$ cat config.mk
export PLATFORM = sky130hd
export DESIGN_NAME = pwm_fault_action_capture
export DESIGN_NICKNAME = d
export VERILOG_FILES = /design/src/verilog/pwm_fault_pkg.sv /design/src/verilog/fault_input_filter.sv /design/src/verilog/fault_capture_unit.sv /design/src/verilog/pwm_fault_action_capture.sv
export SDC_FILE = /design/constraint.sdc
export NUM_CORES = 1
export LEC_CHECK = 0
export BUFFER_PORTS_ARGS = -buffer_cell sky130_fd_sc_hd__buf_2
export CAP_MARGIN = 20
export CORE_MARGIN = 2
export CORE_UTILIZATION = 35
export CTS_CLUSTER_SIZE = 30
export DETAILED_ROUTE_END_ITERATION = 10
export PLACE_DENSITY = 0.64
export SLEW_MARGIN = 25
export SYNTH_ARGS = -nofsm -noshare
export SYNTH_HDL_FRONTEND = slang
export SYNTH_SLANG_ARGS = --single-unit
$ cat constraint.sdc
create_clock -name clock -period 2.9 [get_ports clock]
set_input_delay 0 -clock clock [delete_from_list [all_inputs] [get_ports clock]]
set_output_delay 0 -clock clock [all_outputs]
set_load 0.01 [all_outputs]
$ cat src/verilog/pwm_fault_pkg.sv
// constants shared by the pwm fault and capture blocks
package pwm_fault_pkg;
  localparam int          COUNT_W       = 16;
  localparam int          FILT_W        = 4;
  localparam logic [15:0] COUNT_MAX     = 16'hffff;
  localparam logic [15:0] COUNT_RESET   = 16'h0000;
  // ramp modes
  localparam logic [1:0]  RAMP_SINGLE   = 2'h0;
  localparam logic [1:0]  RAMP_TWO      = 2'h1;
  localparam logic [1:0]  RAMP_ALT      = 2'h2;
  // halt modes
  localparam logic [1:0]  HALT_OFF      = 2'h0;
  localparam logic [1:0]  HALT_HW       = 2'h1;
  localparam logic [1:0]  HALT_SW       = 2'h2;
  // capture actions
  localparam logic [2:0]  PLAIN_FAULT_CAPTURE_NONE     = 3'h0;
  localparam logic [2:0]  PLAIN_FAULT_CAPTURE_PLAIN    = 3'h1;
  localparam logic [2:0]  PLAIN_FAULT_CAPTURE_MIN      = 3'h2;
  localparam logic [2:0]  PLAIN_FAULT_CAPTURE_MAX      = 3'h3;
  localparam logic [2:0]  PLAIN_FAULT_CAPTURE_LOCAL_MINIMUM_NOTIFY   = 3'h4;
  localparam logic [2:0]  PLAIN_FAULT_CAPTURE_LOCAL_MAXIMUM_NOTIFY   = 3'h5;
  localparam logic [2:0]  PLAIN_FAULT_CAPTURE_LOCEXT   = 3'h6;
  localparam logic [2:0]  PLAIN_FAULT_CAPTURE_STAMP    = 3'h7;
  // counter halt states
  typedef enum logic [0:0] {st_count, st_halt} halt_state_type;
endpackage

$ cat src/verilog/fault_input_filter.sv
// synchroniser and minimum-width filter for one fault input
`timescale 1ns/1ps
module fault_input_filter (
  // clock and reset
  input  wire logic                              clock,
  input  wire logic                              rst_b,
  // fault input and filter setting
  input  wire logic                              event_in,
  input  wire logic [pwm_fault_pkg::FILT_W-1:0] filter_length,
  // filtered fault level
  output logic                                   event_out
);
  logic                              sync1;
  logic                              sync2;
  logic [pwm_fault_pkg::FILT_W-1:0] run;

  always_ff @(posedge clock or negedge rst_b)
  begin
    if (!rst_b)
    begin
      sync1 <= 1'h0;
      sync2 <= 1'h0;
    end
    else
    begin
      sync1 <= event_in;
      sync2 <= sync1;
    end
  end

  always_ff @(posedge clock or negedge rst_b)
  begin
    if (!rst_b)
    begin
      run       <= '0;
      event_out <= 1'h0;
    end
    else if (!sync2)
    begin
      run       <= '0;
      event_out <= 1'h0;
    end
    else
    begin
      if (run != filter_length)
        run <= run + 1'h1;
      event_out <= (run == filter_length);
    end
  end
endmodule // fault_input_filter

$ cat src/verilog/fault_capture_unit.sv
// capture register, match flag and overrun flag of one channel
`timescale 1ns/1ps
module fault_capture_unit (
  // clock and reset
  input  wire logic        clock,
  input  wire logic        rst_b,
  // capture control
  input  wire logic [2:0]  capture_mode,
  input  wire logic        capture_event,
  input  wire logic [15:0] count_value,
  input  wire logic        counter_wrap,
  // software access
  input  wire logic        compare_write,
  input  wire logic [15:0] compare_write_value,
  input  wire logic        match_flag_clear,
  input  wire logic        capture_error_clear,
  // channel state
  output logic [15:0]      channel_compare_value,
  output logic             channel_match_flag,
  output logic             capture_error
);
  logic        load;
  logic        set_flag;
  logic        set_error;
  logic        overflow_seen;
  logic [15:0] load_value;

  always_comb
  begin
    load      = 1'h0;
    set_flag  = 1'h0;
    set_error = 1'h0;
    case (capture_mode)
      pwm_fault_pkg::PLAIN_FAULT_CAPTURE_PLAIN:
      begin
        load     = capture_event;
        set_flag = capture_event;
      end
      pwm_fault_pkg::PLAIN_FAULT_CAPTURE_MIN:
      begin
        load     = capture_event && (count_value < channel_compare_value);
        set_flag = load;
      end
      pwm_fault_pkg::PLAIN_FAULT_CAPTURE_MAX:
      begin
        load     = capture_event && (count_value > channel_compare_value);
        set_flag = load;
      end
      pwm_fault_pkg::PLAIN_FAULT_CAPTURE_LOCAL_MINIMUM_NOTIFY:
      begin
        load     = capture_event;
        set_flag = capture_event && (count_value >= channel_compare_value);
      end
      pwm_fault_pkg::PLAIN_FAULT_CAPTURE_LOCAL_MAXIMUM_NOTIFY:
      begin
        load     = capture_event;
        set_flag = capture_event && (count_value <= channel_compare_value);
      end
      pwm_fault_pkg::PLAIN_FAULT_CAPTURE_LOCEXT:
      begin
        load     = capture_event;
        set_flag = capture_event && ((count_value >= channel_compare_value)
                   || (count_value <= channel_compare_value));
      end
      pwm_fault_pkg::PLAIN_FAULT_CAPTURE_STAMP:
      begin
        load      = capture_event && !channel_match_flag;
        set_flag  = load;
        set_error = capture_event && channel_match_flag;
      end
      default:
      begin
        load = 1'h0;
      end
    endcase
  end

  assign load_value = (capture_mode == pwm_fault_pkg::PLAIN_FAULT_CAPTURE_STAMP && overflow_seen)
                      ? pwm_fault_pkg::COUNT_MAX : count_value;

  always_ff @(posedge clock or negedge rst_b)
  begin
    if (!rst_b)
      channel_compare_value <= pwm_fault_pkg::COUNT_RESET;
    else if (load)
      channel_compare_value <= load_value;
    else if (compare_write)
      channel_compare_value <= compare_write_value;
  end

  always_ff @(posedge clock or negedge rst_b)
  begin
    if (!rst_b)
      overflow_seen <= 1'h0;
    else if (load)
      overflow_seen <= 1'h0;
    else if (counter_wrap)
      overflow_seen <= 1'h1;
  end

  // set wins over software clear
  always_ff @(posedge clock or negedge rst_b)
  begin
    if (!rst_b)
    begin
      channel_match_flag <= 1'h0;
      capture_error      <= 1'h0;
    end
    else
    begin
      if (set_flag)
        channel_match_flag <= 1'h1;
      else if (match_flag_clear)
        channel_match_flag <= 1'h0;
      if (set_error)
        capture_error <= 1'h1;
      else if (capture_error_clear)
        capture_error <= 1'h0;
    end
  end
endmodule // fault_capture_unit

$ cat src/verilog/pwm_fault_action_capture.sv
// recoverable and non-recoverable fault actions with fault capture
`timescale 1ns/1ps
// Functional notes
// - keep option clamps the channel output to zero while the fault lasts
// - keep clamp releases at the first cycle start after the fault is gone
// - restart option aborts the running cycle and starts a new one
// - single-ramp restart keeps outputs inactive while the fault persists
// - two-ramp modes toggle the ramp index at every cycle start
// - two-ramp: fault A counts only in cycle A, fault B in B
// - fault capture action stores the counter at the fault moment
// - min/max capture keeps the extremum and flags only new extrema
// - local notify modes load the counter at every capture event
// - local min flags on greater-or-equal, local max on less-or-equal, extreme both
// - extremum capture needs a nonzero or non-top preload, else never captures
// - plain capture stores and flags on every capture event
// - hardware halt freezes the counter while the fault lasts
// - hardware halt clamps output, then resumes or restarts when fault ends
// - software halt ends only when fault is gone and status cleared
// - non-recoverable fault drives enabled outputs to programmed levels
// - non-recoverable input filter synchronises and delays by programmed cycles
// - debug break with its enable raises the debug fault state
// - locked update with index or direction change raises update fault
// - time stamp stores counter, or maximum after overflow, and flags
// - stamp while flag set is discarded and sets the error flag
// - fault A comes from channel 0 event, fault B from channel 1
// - qualification ignores a fault while its channel output is inactive
// - recoverable filter drops short events and delays valid ones
module pwm_fault_action_capture (
  // clock and reset
  input  wire logic        clock,
  input  wire logic        rst_b,
  // asynchronous event inputs
  input  wire logic        channel0_input_event,
  input  wire logic        channel1_input_event,
  input  wire logic        nonrec_event0,
  input  wire logic        nonrec_event1,
  // recoverable fault configuration, bit 0 fault A, bit 1 fault B
  input  wire logic [1:0]  fault_keep,
  input  wire logic [1:0]  fault_restart,
  input  wire logic [1:0]  fault_qualify,
  input  wire logic [1:0]  fault_halt_mode_a,
  input  wire logic [1:0]  fault_halt_mode_b,
  input  wire logic [2:0]  fault_capture_mode_a,
  input  wire logic [2:0]  fault_capture_mode_b,
  input  wire logic [3:0]  fault_filter_length_a,
  input  wire logic [3:0]  fault_filter_length_b,
  // software strobes
  input  wire logic [1:0]  fault_status_clear,
  input  wire logic [1:0]  match_flag_clear,
  input  wire logic [1:0]  capture_error_clear,
  input  wire logic [1:0]  compare_write,
  input  wire logic [15:0] compare_write_value,
  input  wire logic        nonrec_state_clear,
  // counter configuration
  input  wire logic [15:0] counter_top,
  input  wire logic [1:0]  ramp_mode,
  input  wire logic        dual_slope_both_update,
  input  wire logic        count_direction,
  input  wire logic        lock_buffer_update,
  // non-recoverable configuration
  input  wire logic [1:0]  event_action_select,
  input  wire logic [3:0]  nonrec_input_filter_length0,
  input  wire logic [3:0]  nonrec_input_filter_length1,
  input  wire logic [1:0]  nonrec_override_enable,
  input  wire logic [1:0]  nonrec_override_value,
  input  wire logic        fault_on_debug_break,
  input  wire logic        debug_mode,
  // waveform and status
  output logic [1:0]       wave_out,
  output logic [15:0]      count_value,
  output logic             ramp_index,
  output logic             counter_halted,
  output logic [1:0]       recoverable_fault_status,
  output logic             nonrec_fault_active,
  output logic             debug_fault_state,
  output logic             update_fault_state,
  // capture channels
  output logic [15:0]      channel0_compare_value,
  output logic [15:0]      channel1_compare_value,
  output logic [1:0]       channel_match_flag,
  output logic [1:0]       capture_error
);
  pwm_fault_pkg::halt_state_type state;
  logic [1:0]  filt;
  logic [1:0]  nonrec_filt;
  logic [1:0]  qual_fault;
  logic [1:0]  qual_prev;
  logic [1:0]  fault_rise;
  logic [1:0]  window_ok;
  logic [1:0]  wave_raw;
  logic [1:0]  halt_req;
  logic [1:0]  keep_clamp;
  logic [1:0]  clamp;
  logic [1:0]  next_wave;
  logic [1:0]  halt_mode [2];
  logic [2:0]  capture_mode [2];
  logic [15:0] compare_value [2];
  logic        two_ramp;
  logic        halting;
  logic        halt_restart;
  logic        restart_now;
  logic        cycle_start;
  logic        counter_wrap;
  logic        restart_clamp;
  logic        nonrec_now;
  logic        dir_prev;

  assign two_ramp        = (ramp_mode == pwm_fault_pkg::RAMP_TWO)
                           || (ramp_mode == pwm_fault_pkg::RAMP_ALT);
  assign halt_mode[0]    = fault_halt_mode_a;
  assign halt_mode[1]    = fault_halt_mode_b;
  assign capture_mode[0] = fault_capture_mode_a;
  assign capture_mode[1] = fault_capture_mode_b;
  assign channel0_compare_value = compare_value[0];
  assign channel1_compare_value = compare_value[1];

  // fault A, fault B and non-recoverable event input filters
  fault_input_filter filter_a (
    .clock         (clock),
    .rst_b         (rst_b),
    .event_in      (channel0_input_event),
    .filter_length (fault_filter_length_a),
    .event_out     (filt[0])
  );
  fault_input_filter filter_b (
    .clock         (clock),
    .rst_b         (rst_b),
    .event_in      (channel1_input_event),
    .filter_length (fault_filter_length_b),
    .event_out     (filt[1])
  );
  fault_input_filter filter_nr0 (
    .clock         (clock),
    .rst_b         (rst_b),
    .event_in      (nonrec_event0),
    .filter_length (nonrec_input_filter_length0),
    .event_out     (nonrec_filt[0])
  );
  fault_input_filter filter_nr1 (
    .clock         (clock),
    .rst_b         (rst_b),
    .event_in      (nonrec_event1),
    .filter_length (nonrec_input_filter_length1),
    .event_out     (nonrec_filt[1])
  );

  // compare waveforms; two-ramp gates odd or even channel
  always_comb
  begin
    wave_raw[0] = count_value < channel0_compare_value;
    wave_raw[1] = (ramp_mode == pwm_fault_pkg::RAMP_ALT) ? wave_raw[0]
                  : (count_value < channel1_compare_value);
    if (two_ramp)
      wave_raw = wave_raw & {ramp_index, ~ramp_index};
  end

  assign window_ok = two_ramp ? {ramp_index, ~ramp_index} : 2'h3;

  genvar f;
  generate
    for (f = 0; f < 2; f++)
    begin : g_fault
      assign qual_fault[f] = filt[f] && window_ok[f] && (!fault_qualify[f] || wave_raw[f]);
      assign fault_rise[f] = qual_fault[f] && !qual_prev[f];
      assign halt_req[f] = ((halt_mode[f] == pwm_fault_pkg::HALT_HW) && qual_fault[f])
                           || ((halt_mode[f] == pwm_fault_pkg::HALT_SW)
                           && (qual_fault[f] || recoverable_fault_status[f]));
      assign clamp[f] = keep_clamp[f] || (fault_keep[f] && qual_fault[f]) || halt_req[f]
                        || restart_clamp;

      always_ff @(posedge clock or negedge rst_b)
      begin
        if (!rst_b)
          keep_clamp[f] <= 1'h0;
        else if (fault_keep[f] && qual_fault[f])
          keep_clamp[f] <= 1'h1;
        else if (cycle_start)
          keep_clamp[f] <= 1'h0;
      end

      always_ff @(posedge clock or negedge rst_b)
      begin
        if (!rst_b)
          recoverable_fault_status[f] <= 1'h0;
        else if (qual_fault[f])
          recoverable_fault_status[f] <= 1'h1;
        else if (fault_status_clear[f])
          recoverable_fault_status[f] <= 1'h0;
      end

      fault_capture_unit capture (
        .clock                 (clock),
        .rst_b                 (rst_b),
        .capture_mode          (capture_mode[f]),
        .capture_event         (fault_rise[f]),
        .count_value           (count_value),
        .counter_wrap          (counter_wrap),
        .compare_write         (compare_write[f]),
        .compare_write_value   (compare_write_value),
        .match_flag_clear      (match_flag_clear[f]),
        .capture_error_clear   (capture_error_clear[f]),
        .channel_compare_value (compare_value[f]),
        .channel_match_flag    (channel_match_flag[f]),
        .capture_error         (capture_error[f])
      );
    end
  endgenerate

  always_ff @(posedge clock or negedge rst_b)
  begin
    if (!rst_b)
      qual_prev <= 2'h0;
    else
      qual_prev <= qual_fault;
  end

  assign restart_clamp = (ramp_mode == pwm_fault_pkg::RAMP_SINGLE)
                         && |(qual_fault & fault_restart);

  // restart on fault or halt exit
  assign halting      = (state == pwm_fault_pkg::st_halt) || |halt_req;
  assign restart_now  = |(fault_rise & fault_restart)
                        || ((state == pwm_fault_pkg::st_halt) && !(|halt_req) && halt_restart);
  assign counter_wrap = !halting && !restart_now && (count_value == counter_top);
  assign cycle_start  = restart_now || counter_wrap;

  always_ff @(posedge clock or negedge rst_b)
  begin
    if (!rst_b)
    begin
      state          <= pwm_fault_pkg::st_count;
      halt_restart   <= 1'h0;
      counter_halted <= 1'h0;
    end
    else
    begin
      counter_halted <= |halt_req;
      case (state)
        pwm_fault_pkg::st_count:
          if (|halt_req)
          begin
            state        <= pwm_fault_pkg::st_halt;
            halt_restart <= |(halt_req & fault_restart);
          end
        pwm_fault_pkg::st_halt:
          if (!(|halt_req))
            state <= pwm_fault_pkg::st_count;
        default:
          state <= pwm_fault_pkg::st_count;
      endcase
    end
  end

  always_ff @(posedge clock or negedge rst_b)
  begin
    if (!rst_b)
      count_value <= pwm_fault_pkg::COUNT_RESET;
    else if (restart_now || counter_wrap)
      count_value <= pwm_fault_pkg::COUNT_RESET;
    else if (!halting)
      count_value <= count_value + 16'h0001;
  end

  always_ff @(posedge clock or negedge rst_b)
  begin
    if (!rst_b)
      ramp_index <= 1'h0;
    else if (two_ramp && cycle_start)
      ramp_index <= ~ramp_index;
  end

  always_ff @(posedge clock or negedge rst_b)
  begin
    if (!rst_b)
    begin
      debug_fault_state  <= 1'h0;
      update_fault_state <= 1'h0;
      dir_prev           <= 1'h0;
    end
    else
    begin
      dir_prev <= count_direction;
      if (fault_on_debug_break && debug_mode)
        debug_fault_state <= 1'h1;
      else if (nonrec_state_clear)
        debug_fault_state <= 1'h0;
      if (lock_buffer_update && (two_ramp || dual_slope_both_update)
          && ((two_ramp && cycle_start) || (count_direction != dir_prev)))
        update_fault_state <= 1'h1;
      else if (nonrec_state_clear)
        update_fault_state <= 1'h0;
    end
  end

  assign nonrec_now = |(nonrec_filt & event_action_select) || debug_fault_state
                      || update_fault_state;
  always_comb
  begin
    next_wave = wave_raw & ~clamp;
    if (nonrec_now)
      next_wave = (next_wave & ~nonrec_override_enable)
                  | (nonrec_override_value & nonrec_override_enable);
  end

  always_ff @(posedge clock or negedge rst_b)
  begin
    if (!rst_b)
    begin
      wave_out            <= 2'h0;
      nonrec_fault_active <= 1'h0;
    end
    else
    begin
      wave_out            <= next_wave;
      nonrec_fault_active <= nonrec_now;
    end
  end
endmodule // pwm_fault_action_capture

* After elaboration in Yosys (flattened, before gate mapping)
Cells that the tools add are included.
** Storage, ports and cells
- Bits in registers :: 98
- Output and inout bits :: 61
- Logic and storage cells :: 243
- Input bits :: 92
** Operators by class
- Order comparisons :: 8
- Reductions and logical operators :: 91
- Add/subtract/negate cells :: 5
- Multiplexer cells :: 52
- Equal/unequal tests :: 35
- Bitwise gates (word level) :: 13
** Operators by type and width (number)
- $mux W16 :: 8
- $logic_and A1 B1 Y1 :: 37
- $ge A16 B16 Y1 :: 2
- $gt A16 B16 Y1 :: 2
- $le A16 B16 Y1 :: 2
- $lt A16 B16 Y1 :: 2
- $mux W4 :: 8
- $mux W1 :: 29
- $reduce_bool A2 Y1 :: 14
- $eq A3 B3 Y1 const B :: 8
- $logic_or A1 B1 Y1 :: 22
- $add A16 B1 Y16 const B :: 1
- $add A4 B1 Y4 const B :: 4
- $and A2 B2 Y2 :: 8
- $eq A16 B16 Y1 :: 1
- $eq A4 B4 Y1 :: 4
- $ne A4 B4 Y1 :: 4
- $pmux W1 S7 :: 2
- $eq A3 B2 Y1 const B :: 4
- $reduce_or A2 Y1 :: 5
- $logic_not A1 Y1 :: 9
- $ne A2 B2 Y1 const B :: 4
- $pmux W1 S4 :: 2
- $reduce_or A4 Y1 :: 2
- 11 further kinds :: 20

* Logic depth before layout (Yosys ltp)
Gate-level depths: netlist of run 1.
- Depth after elaboration :: 22
- Gate-level depth with buffers :: 15
- Depth with buffers taken out :: 12

* Cells and area by module
Synthesis of run 1 repeated with hierarchy kept, for this count alone.
** Second synthesis, totals
- Cells, all modules :: 752
- Area, all modules :: 6891.6 sq um
** By module, submodules not included
- fault_capture_unit :: sequential area each 475.5 sq um, cells an instance 163, times used 2, area an instance 1420.1 sq um
- pwm_fault_action_capture :: sequential area each 775.7 sq um, cells an instance 314, times used 1, area an instance 2660.1 sq um
- fault_input_filter (filter_b ...) :: sequential area each 175.2 sq um, cells an instance 28, times used 3, area an instance 351.6 sq um
- fault_input_filter (filter_a) :: sequential area each 175.2 sq um, cells an instance 28, times used 1, area an instance 336.6 sq um

* Worst setup path after synthesis of run 1
OpenSTA, ideal clock, no wires.
- Kind :: reg2reg
- From :: register count_value[13]
- To :: register count_value[14]
- Slack :: -0.290 ns
- Setup time :: 0.079 ns
- Buffers on the path :: 1
- Data required time :: 2.821 ns
- Period minus slack after synthesis :: 3.190 ns
- Data arrival time :: 3.111 ns
- Cell stages (with the launch flop) :: 11
- Path through :: dfrtp_1 -> ha_1 -> nand4_1 -> or4_4 -> a21oi_1 -> o31a_4 -> o31ai_4 -> or4_4 -> buf_6 -> a2111oi_4 -> mux2i_1
** Between the ends
- Longest elaborated chain between the ends :: 19
- Elaborated cells on any way between the ends :: 37
- Classes of those cells :: add/sub (1); order compare (2); eq/ne (2); mux (4); bitwise (2); reduce/logical (26)
** RTL lines
- start, declared :: RTL line pwm_fault_action_capture.sv:70 : output logic [15:0] count_value,
- start signal, assigned :: RTL line pwm_fault_action_capture.sv:257 : count_value <= pwm_fault_pkg::COUNT_RESET;
- start signal, assigned :: RTL line pwm_fault_action_capture.sv:259 : count_value <= pwm_fault_pkg::COUNT_RESET;
- start signal, assigned :: RTL line pwm_fault_action_capture.sv:261 : count_value <= count_value + 16'h0001;
- $lt A16 B16 Y1 (on tied branches) :: RTL line pwm_fault_action_capture.sv:152, pwm_fault_action_capture.sv:150
- $mux W1 :: RTL line pwm_fault_action_capture.sv:151 : wave_raw[1] = (ramp_mode == pwm_fault_pkg::RAMP_ALT) ? wave_raw[0]
- $and A2 B2 Y2 :: RTL line pwm_fault_action_capture.sv:154 : wave_raw = wave_raw & {ramp_index, ~ramp_index};
- $mux W2 :: RTL line pwm_fault_action_capture.sv:153 : if (two_ramp)
- $logic_or A1 B1 Y1 :: RTL line pwm_fault_action_capture.sv:163 : assign qual_fault[f] = filt[f] && window_ok[f] && (!fault_qualify[f] || wave_raw[f]);
- $logic_and A1 B1 Y1 :: RTL line pwm_fault_action_capture.sv:163
- $logic_or A1 B1 Y1 :: RTL line pwm_fault_action_capture.sv:167 : && (qual_fault[f] || recoverable_fault_status[f]));
- $logic_and A1 B1 Y1 :: RTL line pwm_fault_action_capture.sv:167
- $logic_or A1 B1 Y1 :: RTL line pwm_fault_action_capture.sv:166 : || ((halt_mode[f] == pwm_fault_pkg::HALT_SW)
- $reduce_or A2 Y1 :: RTL line pwm_fault_action_capture.sv:221, pwm_fault_action_capture.sv:223
- $logic_not A1 Y1
- $logic_and A1 B1 Y1 (2 in a row) :: RTL line pwm_fault_action_capture.sv:223 : || ((state == pwm_fault_pkg::st_halt) && !(|halt_req) && halt_restart);
- $logic_or A1 B1 Y1 :: RTL line pwm_fault_action_capture.sv:223
- $logic_not A1 Y1 :: RTL line pwm_fault_action_capture.sv:224 : assign counter_wrap = !halting && !restart_now && (count_value == counter_top);
- $logic_and A1 B1 Y1 (2 in a row) :: RTL line pwm_fault_action_capture.sv:224
- $logic_or A1 B1 Y1 :: RTL line pwm_fault_action_capture.sv:258 : else if (restart_now || counter_wrap)
- $ne A2 B1 Y1 (no source line) / $mux W16 (equally long branches)
Parallel ways exist; a longest one is shown, timed or not. The select of a mux whose other input is x is not followed.
A chain may end at the register's enable or synchronous reset.

* Final worst setup path of run 1
- From :: register count_value[11]
- To :: register count_value[5]
The elaborated chain is that of the path after synthesis.

==> results of run 1 <==
registers in the layout, summed over array words and instances, names as in the netlist, 4 cells and up:
name	flops
g_fault.capture.channel_compare_value	32
count_value	16
filter_a.run	4
filter_b.run	4
filter_nr0.run	4
filter_nr1.run	4
cell families after synthesis:
group	Yosys count
xor gates and xnor gates	43
adders and majority gates	39
muxes	65
and+or+nand+nor	195
AOI/OAI and AO/OA	111
DFF	97
buffers and inverters	83
what timing repair did:
item                                    in CTS  in global routing
gates resized for setup                     38                 41
cloned                                       6                  2
pin swaps                                   13                 27
hold endpoints to repair                    83                  0
setup buffers                               11                 14
hold buffers                                39                  0
endpoints found under the setup margin      41                 60
worst max-delay path by stage:
stage	to	cells after the start	slack [ps]
3_5_place_dp	g_fault[1].capture.overflow_seen	13	-270
4_1_cts	count_value[14]	12	-270
5_1_grt	count_value[14]	9	-590
3_3_place_gp	count_value[4]	13	-200
2_1_floorplan	count_value[14]	10	-90
6_report	count_value[5]	11	-510
power by group:
part,internal [mW],switching [mW],total (mW)
combinational,1.53,1.58,3.11
sequential,1.63,0.301,1.93
clock,0.609,0.601,1.21
worst max-delay path, cell delays in order (launching register included):
cell and delay (ps):
sky130_fd_sc_hd__dfrtp_2 470, sky130_fd_sc_hd__ha_4 290, sky130_fd_sc_hd__nand4_1 130, sky130_fd_sc_hd__or4_4 600, sky130_fd_sc_hd__a21o_1 180, sky130_fd_sc_hd__nand4_1 170, sky130_fd_sc_hd__a31oi_2 140, sky130_fd_sc_hd__or4_4 650
sky130_fd_sc_hd__buf_6 180, sky130_fd_sc_hd__buf_4 130, sky130_fd_sc_hd__a21oi_2 140, sky130_fd_sc_hd__mux2i_1 220
per-layer routing:
metal / share of wire, % / vias to the layer above / global-route usage (%)
met4: 2.1 / 0 / 7.176
met1: 43 / 2811 / 27.06
met5: 0 / - / 0
met3: 5.3 / 35 / 3.654
li1: - / 2832 / -
met2: 49 / 194 / 35.04
cell type report:
class	instances	area, µm²
Multi-Input combinational cell	453	3736
Sequential cell	97	2437
Antenna cell	1	2.502
Tap cell	225	281.5
Inverter	49	183.9
Clock inverter	7	66.31
Timing Repair Buffer	310	2336
Clock buffer	9	225.2
Fill cell	1508	7908
per-stage QoR:
stage	cells	setup slack [ps]	power, mW
2_1_floorplan	633	-92.79	3.478
4_1_cts	1136	-267.1	6.067
6_report	1151	-505.4	6.251
3_3_place_gp	1064	-204.4	4.644
5_1_grt	1150	-585.8	6.670
3_5_place_dp	1064	-269.7	4.696
cell usage in the layout, fill, tap and decap left out, types with 4 or more instances in the layout:
cell type / count
sky130_fd_sc_hd__nand3_1: 24
sky130_fd_sc_hd__dfrtp_1: 89
sky130_fd_sc_hd__buf_6: 15
sky130_fd_sc_hd__a21oi_4: 4
sky130_fd_sc_hd__a21oi_1: 34
sky130_fd_sc_hd__a21boi_0: 4
sky130_fd_sc_hd__xnor2_1: 27
sky130_fd_sc_hd__and3_1: 4
sky130_fd_sc_hd__nor3_2: 6
sky130_fd_sc_hd__and2_1: 13
sky130_fd_sc_hd__nand3b_1: 13
sky130_fd_sc_hd__buf_16: 6
sky130_fd_sc_hd__dlygate4sd3_1: 39
sky130_fd_sc_hd__dfrtp_2: 8
sky130_fd_sc_hd__nor2b_1: 10
sky130_fd_sc_hd__buf_2: 151
sky130_fd_sc_hd__xor2_1: 16
sky130_fd_sc_hd__nand2b_1: 6
sky130_fd_sc_hd__or3_1: 5
sky130_fd_sc_hd__nor3_1: 15
sky130_fd_sc_hd__o21ai_0: 12
sky130_fd_sc_hd__ha_1: 29
sky130_fd_sc_hd__nor2_1: 28
sky130_fd_sc_hd__a22o_1: 5
sky130_fd_sc_hd__clkbuf_16: 11
sky130_fd_sc_hd__or4_4: 5
sky130_fd_sc_hd__nor4_1: 6
sky130_fd_sc_hd__ha_4: 10
sky130_fd_sc_hd__mux2i_1: 65
sky130_fd_sc_hd__nand4_1: 16
sky130_fd_sc_hd__buf_12: 5
sky130_fd_sc_hd__inv_6: 4
sky130_fd_sc_hd__inv_1: 48
sky130_fd_sc_hd__nand2_1: 27
sky130_fd_sc_hd__a21oi_2: 6
sky130_fd_sc_hd__buf_4: 90
==> results.txt, run 1 <==
Outcome: finished with violations
Violated checks: negative setup slack
Largest net degree at the start of global routing: 43
Share of synthesized area spent on multiplexers: 10.63%
Final setup skew: 8.098 ps
Peak supply drop: 0.3519 mV
Core utilization of the finished layout: 53.96%
Chip width: 136.2 µm
Net count of the finished layout: 1051
# IOs: 153
Maximum Capacitance Violations: 0
Worst min-delay path category: primary input to register
CTS sink cnt: 97
Cell with the most instances after synthesis: sky130_fd_sc_hd__dfrtp_1
Antenna Violating Nets Remaining: 0
TritonCTS clock tree: done
Final instance area: 9269 µm²
Final weighted congestion in routability-driven placement: 0.8920
Max Root-Sink Buffers: 2
Cell count of the worst hold path: 4
Starting density of the core: 35.64%
Post-route worst setup slack: -505.4 ps
Power per cell area: 674.4 nW/µm²
First-pass detailed-route iteration total: 5
Critical Path Source Type: register
Compound-cell area share of the yosys netlist: 12.55%
Clk_lat worst skew: 360 ps
Kind of capture point of the worst setup path: register
Worst Max-Slew Pin Slew: 894.7 ps
Mean post-synth cell area: 9.670 µm²
LEAKAGE: 4.535 nW
Via Count: 5872
Most instantiated flip-flop cell in the synthesis netlist: sky130_fd_sc_hd__dfrtp_1
DP HPWL: 13.48 mm
Largest family of logic cells by synthesized area: simple AND/OR/NAND/NOR gates
Area of the die: 18560 µm²
Area growth from synthesis to layout: 51.43%
Wire length of the first global-routing pass: 29.94 mm
Global routing usage summed across all routing layers: 20.86%
Die outline height: 136.2 µm
Worst-path fanout max: 7
Launching instance or port of the critical path: count_value[11]
Hold Violations, Final: 0
Drt wl/cell: 17.23 µm
Final Max Tran Viols: 0
Category of the critical setup timing path: register to register
DR DRC count: 0
Final hold slack: 44.85 ps
Endpoint of the lowest-slack register-to-register path: count_value[5]
Clock-pin slew reported for the worst setup and hold paths after clock tree synthesis: 70 ps
Net Count, Synth: 764
Simple-gate share of the synthesized area: 17.35%
Initial antenna violation count: 1
Number of global-route vias before repair: 5782
Total grt overflow: 0
Max-slew headroom at the worst pin: 39.80%
Routed via count divided by cell count: 5.102
Start point of the worst hold path: dual_slope_both_update
Synthesized instance count: 633
Placed Instance Area: 7909 µm²
Number of buffers added by the clock tree synthesis step: 9
Port Buffers: 152
Number of violations reported at the end of detailed-routing iteration 0: 293
Synthesis-stage register bit count: 97
Crit path arrival time: 3680 ps
Number of cells on the worst reg-to-reg path: 11
Sequential area share after synthesis: 39.66%
Count of cell types in the netlist: 57
Overall routed net length: 19.84 mm
Adder and majority cell fraction of the synthesized area: 7.972%
Most used standard cells in the synthesized netlist: sky130_fd_sc_hd__dfrtp_1 (97), sky130_fd_sc_hd__mux2i_1 (65), sky130_fd_sc_hd__inv_1 (48)
CTS H-tree depth: 3
Total number of yosys warnings: 0
Endpoint, Worst Hold: update_fault_state
R2R Path Start: count_value[11]
Share of flip-flops with an asynchronous set or reset: 100.0%
Post-route fraction of the period consumed by the critical path: 117.4%
Maximum achievable frequency: 0.2937 GHz
Mapped cell area: 6121 µm²
Placeable Area: 17180 µm²
Unrepaired setup endpoints after global routing: true
Library cell used as clock root buffer: sky130_fd_sc_hd__clkbuf_16
Fraction of layout instances using a drive strength above 1: 38.70%
Xor and xnor fraction of the mapped netlist area: 6.153%
Setup TNS: -14890 ps
Register-to-register setup slack: -510 ps
Required time of the critical path: 3180 ps
Min Clock Period, post-route: 3405 ps
Total of endpoints with negative setup slack in the final report: 45
Top cell type by total area after synthesis: sky130_fd_sc_hd__dfrtp_1
Top-area cell type share of the netlist area: 39.66%
Post-synth EDFFs: 0
Number of placement rows: 48
Cells taking the most area after synthesis: sky130_fd_sc_hd__dfrtp_1 (40%), sky130_fd_sc_hd__mux2i_1 (11%), sky130_fd_sc_hd__ha_1 (8.0%)
Power figures use the tool's default switching activity.
==> run 2: changes to the inputs <==
CORE_ASPECT_RATIO = 0.75   (was not set)
==> run 2 against run 1 <==
Compared with the run above:
- the run still ends with negative setup slack left
- sequential share of layout area fell by 1.2 points
- power rose by 9.4%
- maximum frequency rose by 3.3%
- design area rose by 5.0%
- cell count rose by 2.4%
- flip-flop and latch count did not move
- critical endpoint is now count_value[14]
==> results.txt, run 2 (synthesized netlist as in run 1, its figures left out) <==
Placed Instance Area: 7999 µm²
Number of global-route vias before repair: 5757
Register bank with the most flops: g_fault.capture.channel_compare_value
Most Used Layer, Global Route: met2
Fraction of layout instances using a drive strength above 1: 44.01%
Placeable Area: 16980 µm²
Crit path arrival time: 3540 ps
Total of endpoints with negative setup slack in the final report: 58
Overall routed net length: 20.59 mm
Power per cell area: 702.6 nW/µm²
Fraction of met1 tracks used by global routing: 31.60%
Placed instance count: 1088
Final non-filler cell total: 1179
Clock-pin slew reported for the worst setup and hold paths after clock tree synthesis: 70 ps
Net count of the finished layout: 1070
CTS sink cnt: 97
Drt wl/cell: 17.46 µm
Antenna Violating Nets Remaining: 0
Library cell used as clock root buffer: sky130_fd_sc_hd__clkbuf_16
Number of buffers added by the clock tree synthesis step: 9
Number of placement rows: 41
Final weighted congestion in routability-driven placement: 0.8253
Leading cell type in the layout, fill and taps excluded: sky130_fd_sc_hd__buf_2
Number of violations reported at the end of detailed-routing iteration 0: 392
Maximum Capacitance Violations: 0
Required time of the critical path: 3150 ps
Maximum achievable frequency: 0.3034 GHz
Max-slew headroom at the worst pin: 11.25%
Most frequent cells in the layout: sky130_fd_sc_hd__buf_2 (152), sky130_fd_sc_hd__buf_4 (101), sky130_fd_sc_hd__dfrtp_1 (89)
Initial antenna violation count: 2
Hold Violations, Final: 0
Worst-case setup slack after placement: -466.7 ps
Diodes inserted: 0
Worst-path fanout max: 5
Category of the critical setup timing path: register to register
Worst min-delay path category: primary input to register
# IOs: 153
Wire length of the first global-routing pass: 31.02 mm
LEAKAGE: 4.618 nW
Kind of capture point of the worst setup path: register
Via Count: 6071
Port Buffers: 152
Outcome: finished with violations
M2 GR Usage: 32.21%
Final instance area: 9729 µm²
Routed via count divided by cell count: 5.149
Core utilization of the finished layout: 57.30%
Clk_lat worst skew: 350 ps
Min Clock Period, post-route: 3296 ps
Final Max Tran Viols: 0
Critical Path Source Type: register
Violated checks: negative setup slack
DP HPWL: 14.33 mm
Peak supply drop: 0.3614 mV
Final hold slack: 32.59 ps
Total grt overflow: 0
TritonCTS clock tree: done
Worst Max-Slew Pin Slew: 1331 ps
Unrepaired setup endpoints after global routing: true
Post-route worst setup slack: -396.2 ps
Met3 track demand over resource: 4.364%
Starting density of the core: 36.05%
Post-route fraction of the period consumed by the critical path: 113.7%
DR DRC count: 0
Final setup skew: 11.47 ps
Die outline height: 118.5 µm
Max Root-Sink Buffers: 2
Area growth from synthesis to layout: 58.95%
First-pass detailed-route iteration total: 5
Global routing usage summed across all routing layers: 21.44%
Chip width: 156.7 µm
Max FFs per register: 32
Area of the die: 18570 µm²
CTS H-tree depth: 3
Largest net degree at the start of global routing: 37
Registers with the most flip-flops: g_fault.capture.channel_compare_value x32, count_value x16
[run 2: cell count changes in the layout (fill, tap and decap cells not counted), sizes merged]
cell         delta
clkinvlp        +1
dlygate4sd3     -2
buf            +21
diode           -1
inv             -6
clkbuf          +1
or4             +1
bufinv          +2
[run 2: per-stage QoR]
stage | setup TNS, ps | total power, mW
floorplan | -863.0 | 3.478
global placement | -13190 | 4.775
detailed placement | -13690 | 4.830
CTS | -6265 | 6.522
global route | -16370 | 7.230
finish | -11860 | 6.836
[run 2: where the power goes]
| part | total, mW | switching (mW) | leakage, nW | internal, mW |
|---|---|---|---|---|
| Clock | 1.33 | 0.532 | 0.158 | 0.800 |
| Combinational | 3.60 | 1.84 | 3.26 | 1.77 |
| Sequential | 1.90 | 0.264 | 1.20 | 1.63 |
| Total | 6.84 | 2.63 | 4.62 | 4.20 |
[run 2: layout make-up]
cell class / count / area (µm²)
clock buffer: 11 / 252.7
clock inverter: 4 / 76.32
fill: 1434 / 7251
inverter: 49 / 183.9
multi-input combinational: 454 / 4035
sequential: 97 / 2437
tap: 236 / 295.3
timing repair buffer: 328 / 2449
[run 2: final timing paths]
check / start / end / slack, ps / cells past startpoint
min: compare_write_value[7] / g_fault[0].capture.channel_compare_value[7] / 30 / 3
min in group asynchronous: rst_b / g_fault[1].capture.channel_compare_value[12] / 150 / 2
max reg2reg: count_value[13] / count_value[14] / -400 / 11
min reg2reg: filter_nr1.sync1 / filter_nr1.sync2 / 350 / 0
max in group asynchronous: rst_b / count_value[12] / 1860 / 3
max: count_value[13] / count_value[14] / -400 / 11
[run 2: metal layers]
metal  up-vias  wire length (µm)
met3        28              1561
met5         -                12
li1       2857                 -
met2       246              9056
met4         2               391
met1      2938              9568
[run 2: critical path, cell delays in order (launching register included)]
cell and delay, ps:
sky130_fd_sc_hd__dfrtp_2 430, sky130_fd_sc_hd__buf_6 130, sky130_fd_sc_hd__ha_4 260, sky130_fd_sc_hd__nand4_1 130, sky130_fd_sc_hd__or4_4 480, sky130_fd_sc_hd__a21o_1 190
sky130_fd_sc_hd__nand4_1 150, sky130_fd_sc_hd__buf_4 170, sky130_fd_sc_hd__a31oi_4 90, sky130_fd_sc_hd__or4_4 570, sky130_fd_sc_hd__a2111oi_4 320, sky130_fd_sc_hd__mux2i_1 280
[run 2: repair_timing]
| item | 4_1_cts | 5_1_grt |
|---|---|---|
| cloned | 6 | 2 |
| resized for setup | 68 | 68 |
| hold buffers | 37 | 0 |
| setup endpoints to repair | 54 | 60 |
| setup buffers | 17 | 14 |
| pin swaps | 13 | 22 |
| hold endpoints to repair | 77 | 0 |
==> run 3: changes to the inputs <==
BUFFER_PORTS_ARGS = not set   (was -buffer_cell sky130_fd_sc_hd__buf_2)
DONT_BUFFER_PORTS = 1   (was not set)
PLACE_DENSITY = not set   (was 0.64)
clock period = 2.6 ns   (was 2.9 ns; I/O delays follow)
==> run 3 against run 2 <==
Compared with the run above:
- the run still ends with negative setup slack left
- critical endpoint is now count_value[10]
- clock skew down 0.91 ps
- hold slack worse by 24 ps
- die area unchanged
- setup slack worse by 210 ps
- register-to-register slack worse by 210 ps
- utilization down 4.5 points
- largest power group unchanged
- cell count down 11%
- sequential share of layout area up 2.2 points
- routed wire length down 0.28%
- highest routed layer is now met4
- via count down 7.2%
- non-clock buffer count down 133
- sequential power up 17%
==> results.txt, run 3 (synthesized netlist as in run 1, its figures left out) <==
Kind of capture point of the worst setup path: register
Final setup skew: 10.56 ps
Critical-path cell list: ha_4, nand4_1, or4_4, a21o_1, nand4_1, and2_4, a21o_1, inv_2, a32oi_4, buf_12, buf_6, nand3b_1, mux2i_2
Largest net degree at the start of global routing: 98
Library cell used as clock root buffer: sky130_fd_sc_hd__clkbuf_16
Final weighted congestion in routability-driven placement: 0.8505
Number of cells on the worst reg-to-reg path: 13
Drt wl/cell: 19.61 µm
Post-route worst setup slack: -605.4 ps
Final hold slack: 8.542 ps
Via Count: 5634
Worst Max-Slew Pin Slew: 1043 ps
Diodes inserted: 0
Number of violations reported at the end of detailed-routing iteration 0: 400
Area growth from synthesis to layout: 46.52%
Hold Violations, Final: 0
Placed instance count: 940
Crit path arrival time: 3460 ps
Maximum single-stage delay on the critical path: 490 ps
Setup TNS: -27200 ps
Critical Path Source Type: register
DP HPWL: 13.73 mm
Final Max Tran Viols: 0
Top Family by Delay on Critical Path: simple AND/OR/NAND/NOR gates
Min Clock Period, post-route: 3205 ps
Number of buffers and inverters on the critical path: 3
Power per cell area: 815.5 nW/µm²
Maximum Capacitance Violations: 0
Total power of the final layout: 7.314 mW
Total grt overflow: 0
LEAKAGE: 4.113 nW
Global routing usage summed across all routing layers: 21.59%
Peak supply drop: 0.3963 mV
# IOs: 153
TritonCTS clock tree: done
First-pass detailed-route iteration total: 7
Net count of the finished layout: 937
Registers with the most flip-flops: g_fault.capture.channel_compare_value x32, count_value x16
Number of placement rows: 41
Required time of the critical path: 2850 ps
Core utilization of the finished layout: 52.82%
Chip width: 156.7 µm
Start point of the worst hold path: event_action_select[0]
Cell count of the worst hold path: 2
Total of endpoints with negative setup slack in the final report: 61
Register-to-register setup slack: -610 ps
R2R Path Start: count_value[13]
Clk_lat worst skew: 360 ps
Most frequent cells in the layout: sky130_fd_sc_hd__buf_4 (119), sky130_fd_sc_hd__dfrtp_1 (87), sky130_fd_sc_hd__mux2i_1 (64)
Initial antenna violation count: 0
Worst min-delay path category: primary input to register
Die outline height: 118.5 µm
Register bank with the most flops: g_fault.capture.channel_compare_value
Fraction of layout instances using a drive strength above 1: 31.07%
Max-slew headroom at the worst pin: 30.43%
Final-layout fill cell count: 1441
Number of global-route vias before repair: 5781
Antenna Violating Nets Remaining: 0
Max Root-Sink Buffers: 2
Routed via count divided by cell count: 5.381
Area of the die: 18570 µm²
Worst-path fanout max: 6
DR DRC count: 0
CTS sink cnt: 97
Violated checks: negative setup slack
Endpoint, Worst Hold: nonrec_fault_active
Clock-pin slew reported for the worst setup and hold paths after clock tree synthesis: 70 ps
Max FFs per register: 32
Port Buffers: 0
Overall routed net length: 20.53 mm
Slowest stage cell on the critical path: sky130_fd_sc_hd__or4_4
Number of buffers added by the clock tree synthesis step: 9
Category of the critical setup timing path: register to register
Final instance area: 8969 µm²
Placed Instance Area: 7317 µm²
Outcome: finished with violations
Starting density of the core: 36.05%
Maximum achievable frequency: 0.3120 GHz
Final non-filler cell total: 1047
Unrepaired setup endpoints after global routing: true
Worst-case setup slack after placement: -582.4 ps
Post-route fraction of the period consumed by the critical path: 123.3%
Endpoint of the lowest-slack register-to-register path: count_value[10]
Leading cell type in the layout, fill and taps excluded: sky130_fd_sc_hd__buf_4
Launching instance or port of the critical path: count_value[13]
Wire length of the first global-routing pass: 31.40 mm
Placeable Area: 16980 µm²
CTS H-tree depth: 3
[run 3: power by group]
group / total, mW / switching (mW) / internal [mW]
Combinational: 3.56 / 1.78 / 1.78
Clock: 1.53 / 0.631 / 0.902
Sequential: 2.22 / 0.392 / 1.83
Total: 7.31 / 2.81 / 4.51
[run 3: worst max path at each step]
stage                      endpoint  slack [ps]  cells past startpoint
floorplan           count_value[14]        -390                     10
global placement    count_value[10]        -520                      9
detailed placement  count_value[10]        -580                     13
CTS                  count_value[5]        -520                     10
global route         count_value[6]        -700                     13
finish              count_value[10]        -610                     13
[run 3: timing repair]
action | in CTS | in global routing
setup buffers | 15 | 16
pin swaps | 2 | 15
cloned | 6 | 2
hold endpoints to repair | 148 | 0
endpoints found under the setup margin | 60 | 62
gates resized for setup | 32 | 47
hold buffers | 56 | 0
[run 3: cell type report]
type | count | area (µm²) | area share [%]
clock buffer | 11 | 252.7 | 2.818
sequential | 97 | 2440 | 27.20
inverter | 49 | 183.9 | 2.051
multi-input combinational | 454 | 3886 | 43.33
clock inverter | 5 | 85.08 | 0.9487
timing repair buffer | 195 | 1826 | 20.35
tap | 236 | 295.3 | 3.292
[run 3: routing by layer]
layer / part of all wire, % / track usage (%) / wire length (µm) / up-vias
met1: 43 / 28.09 / 8824 / 2760
met4: 1.9 / 5.562 / 398 / 0
met5: 0 / 0 / 0 / -
li1: - / - / - / 2606
met2: 47 / 34.90 / 9602 / 238
met3: 8.3 / 6.527 / 1706 / 30
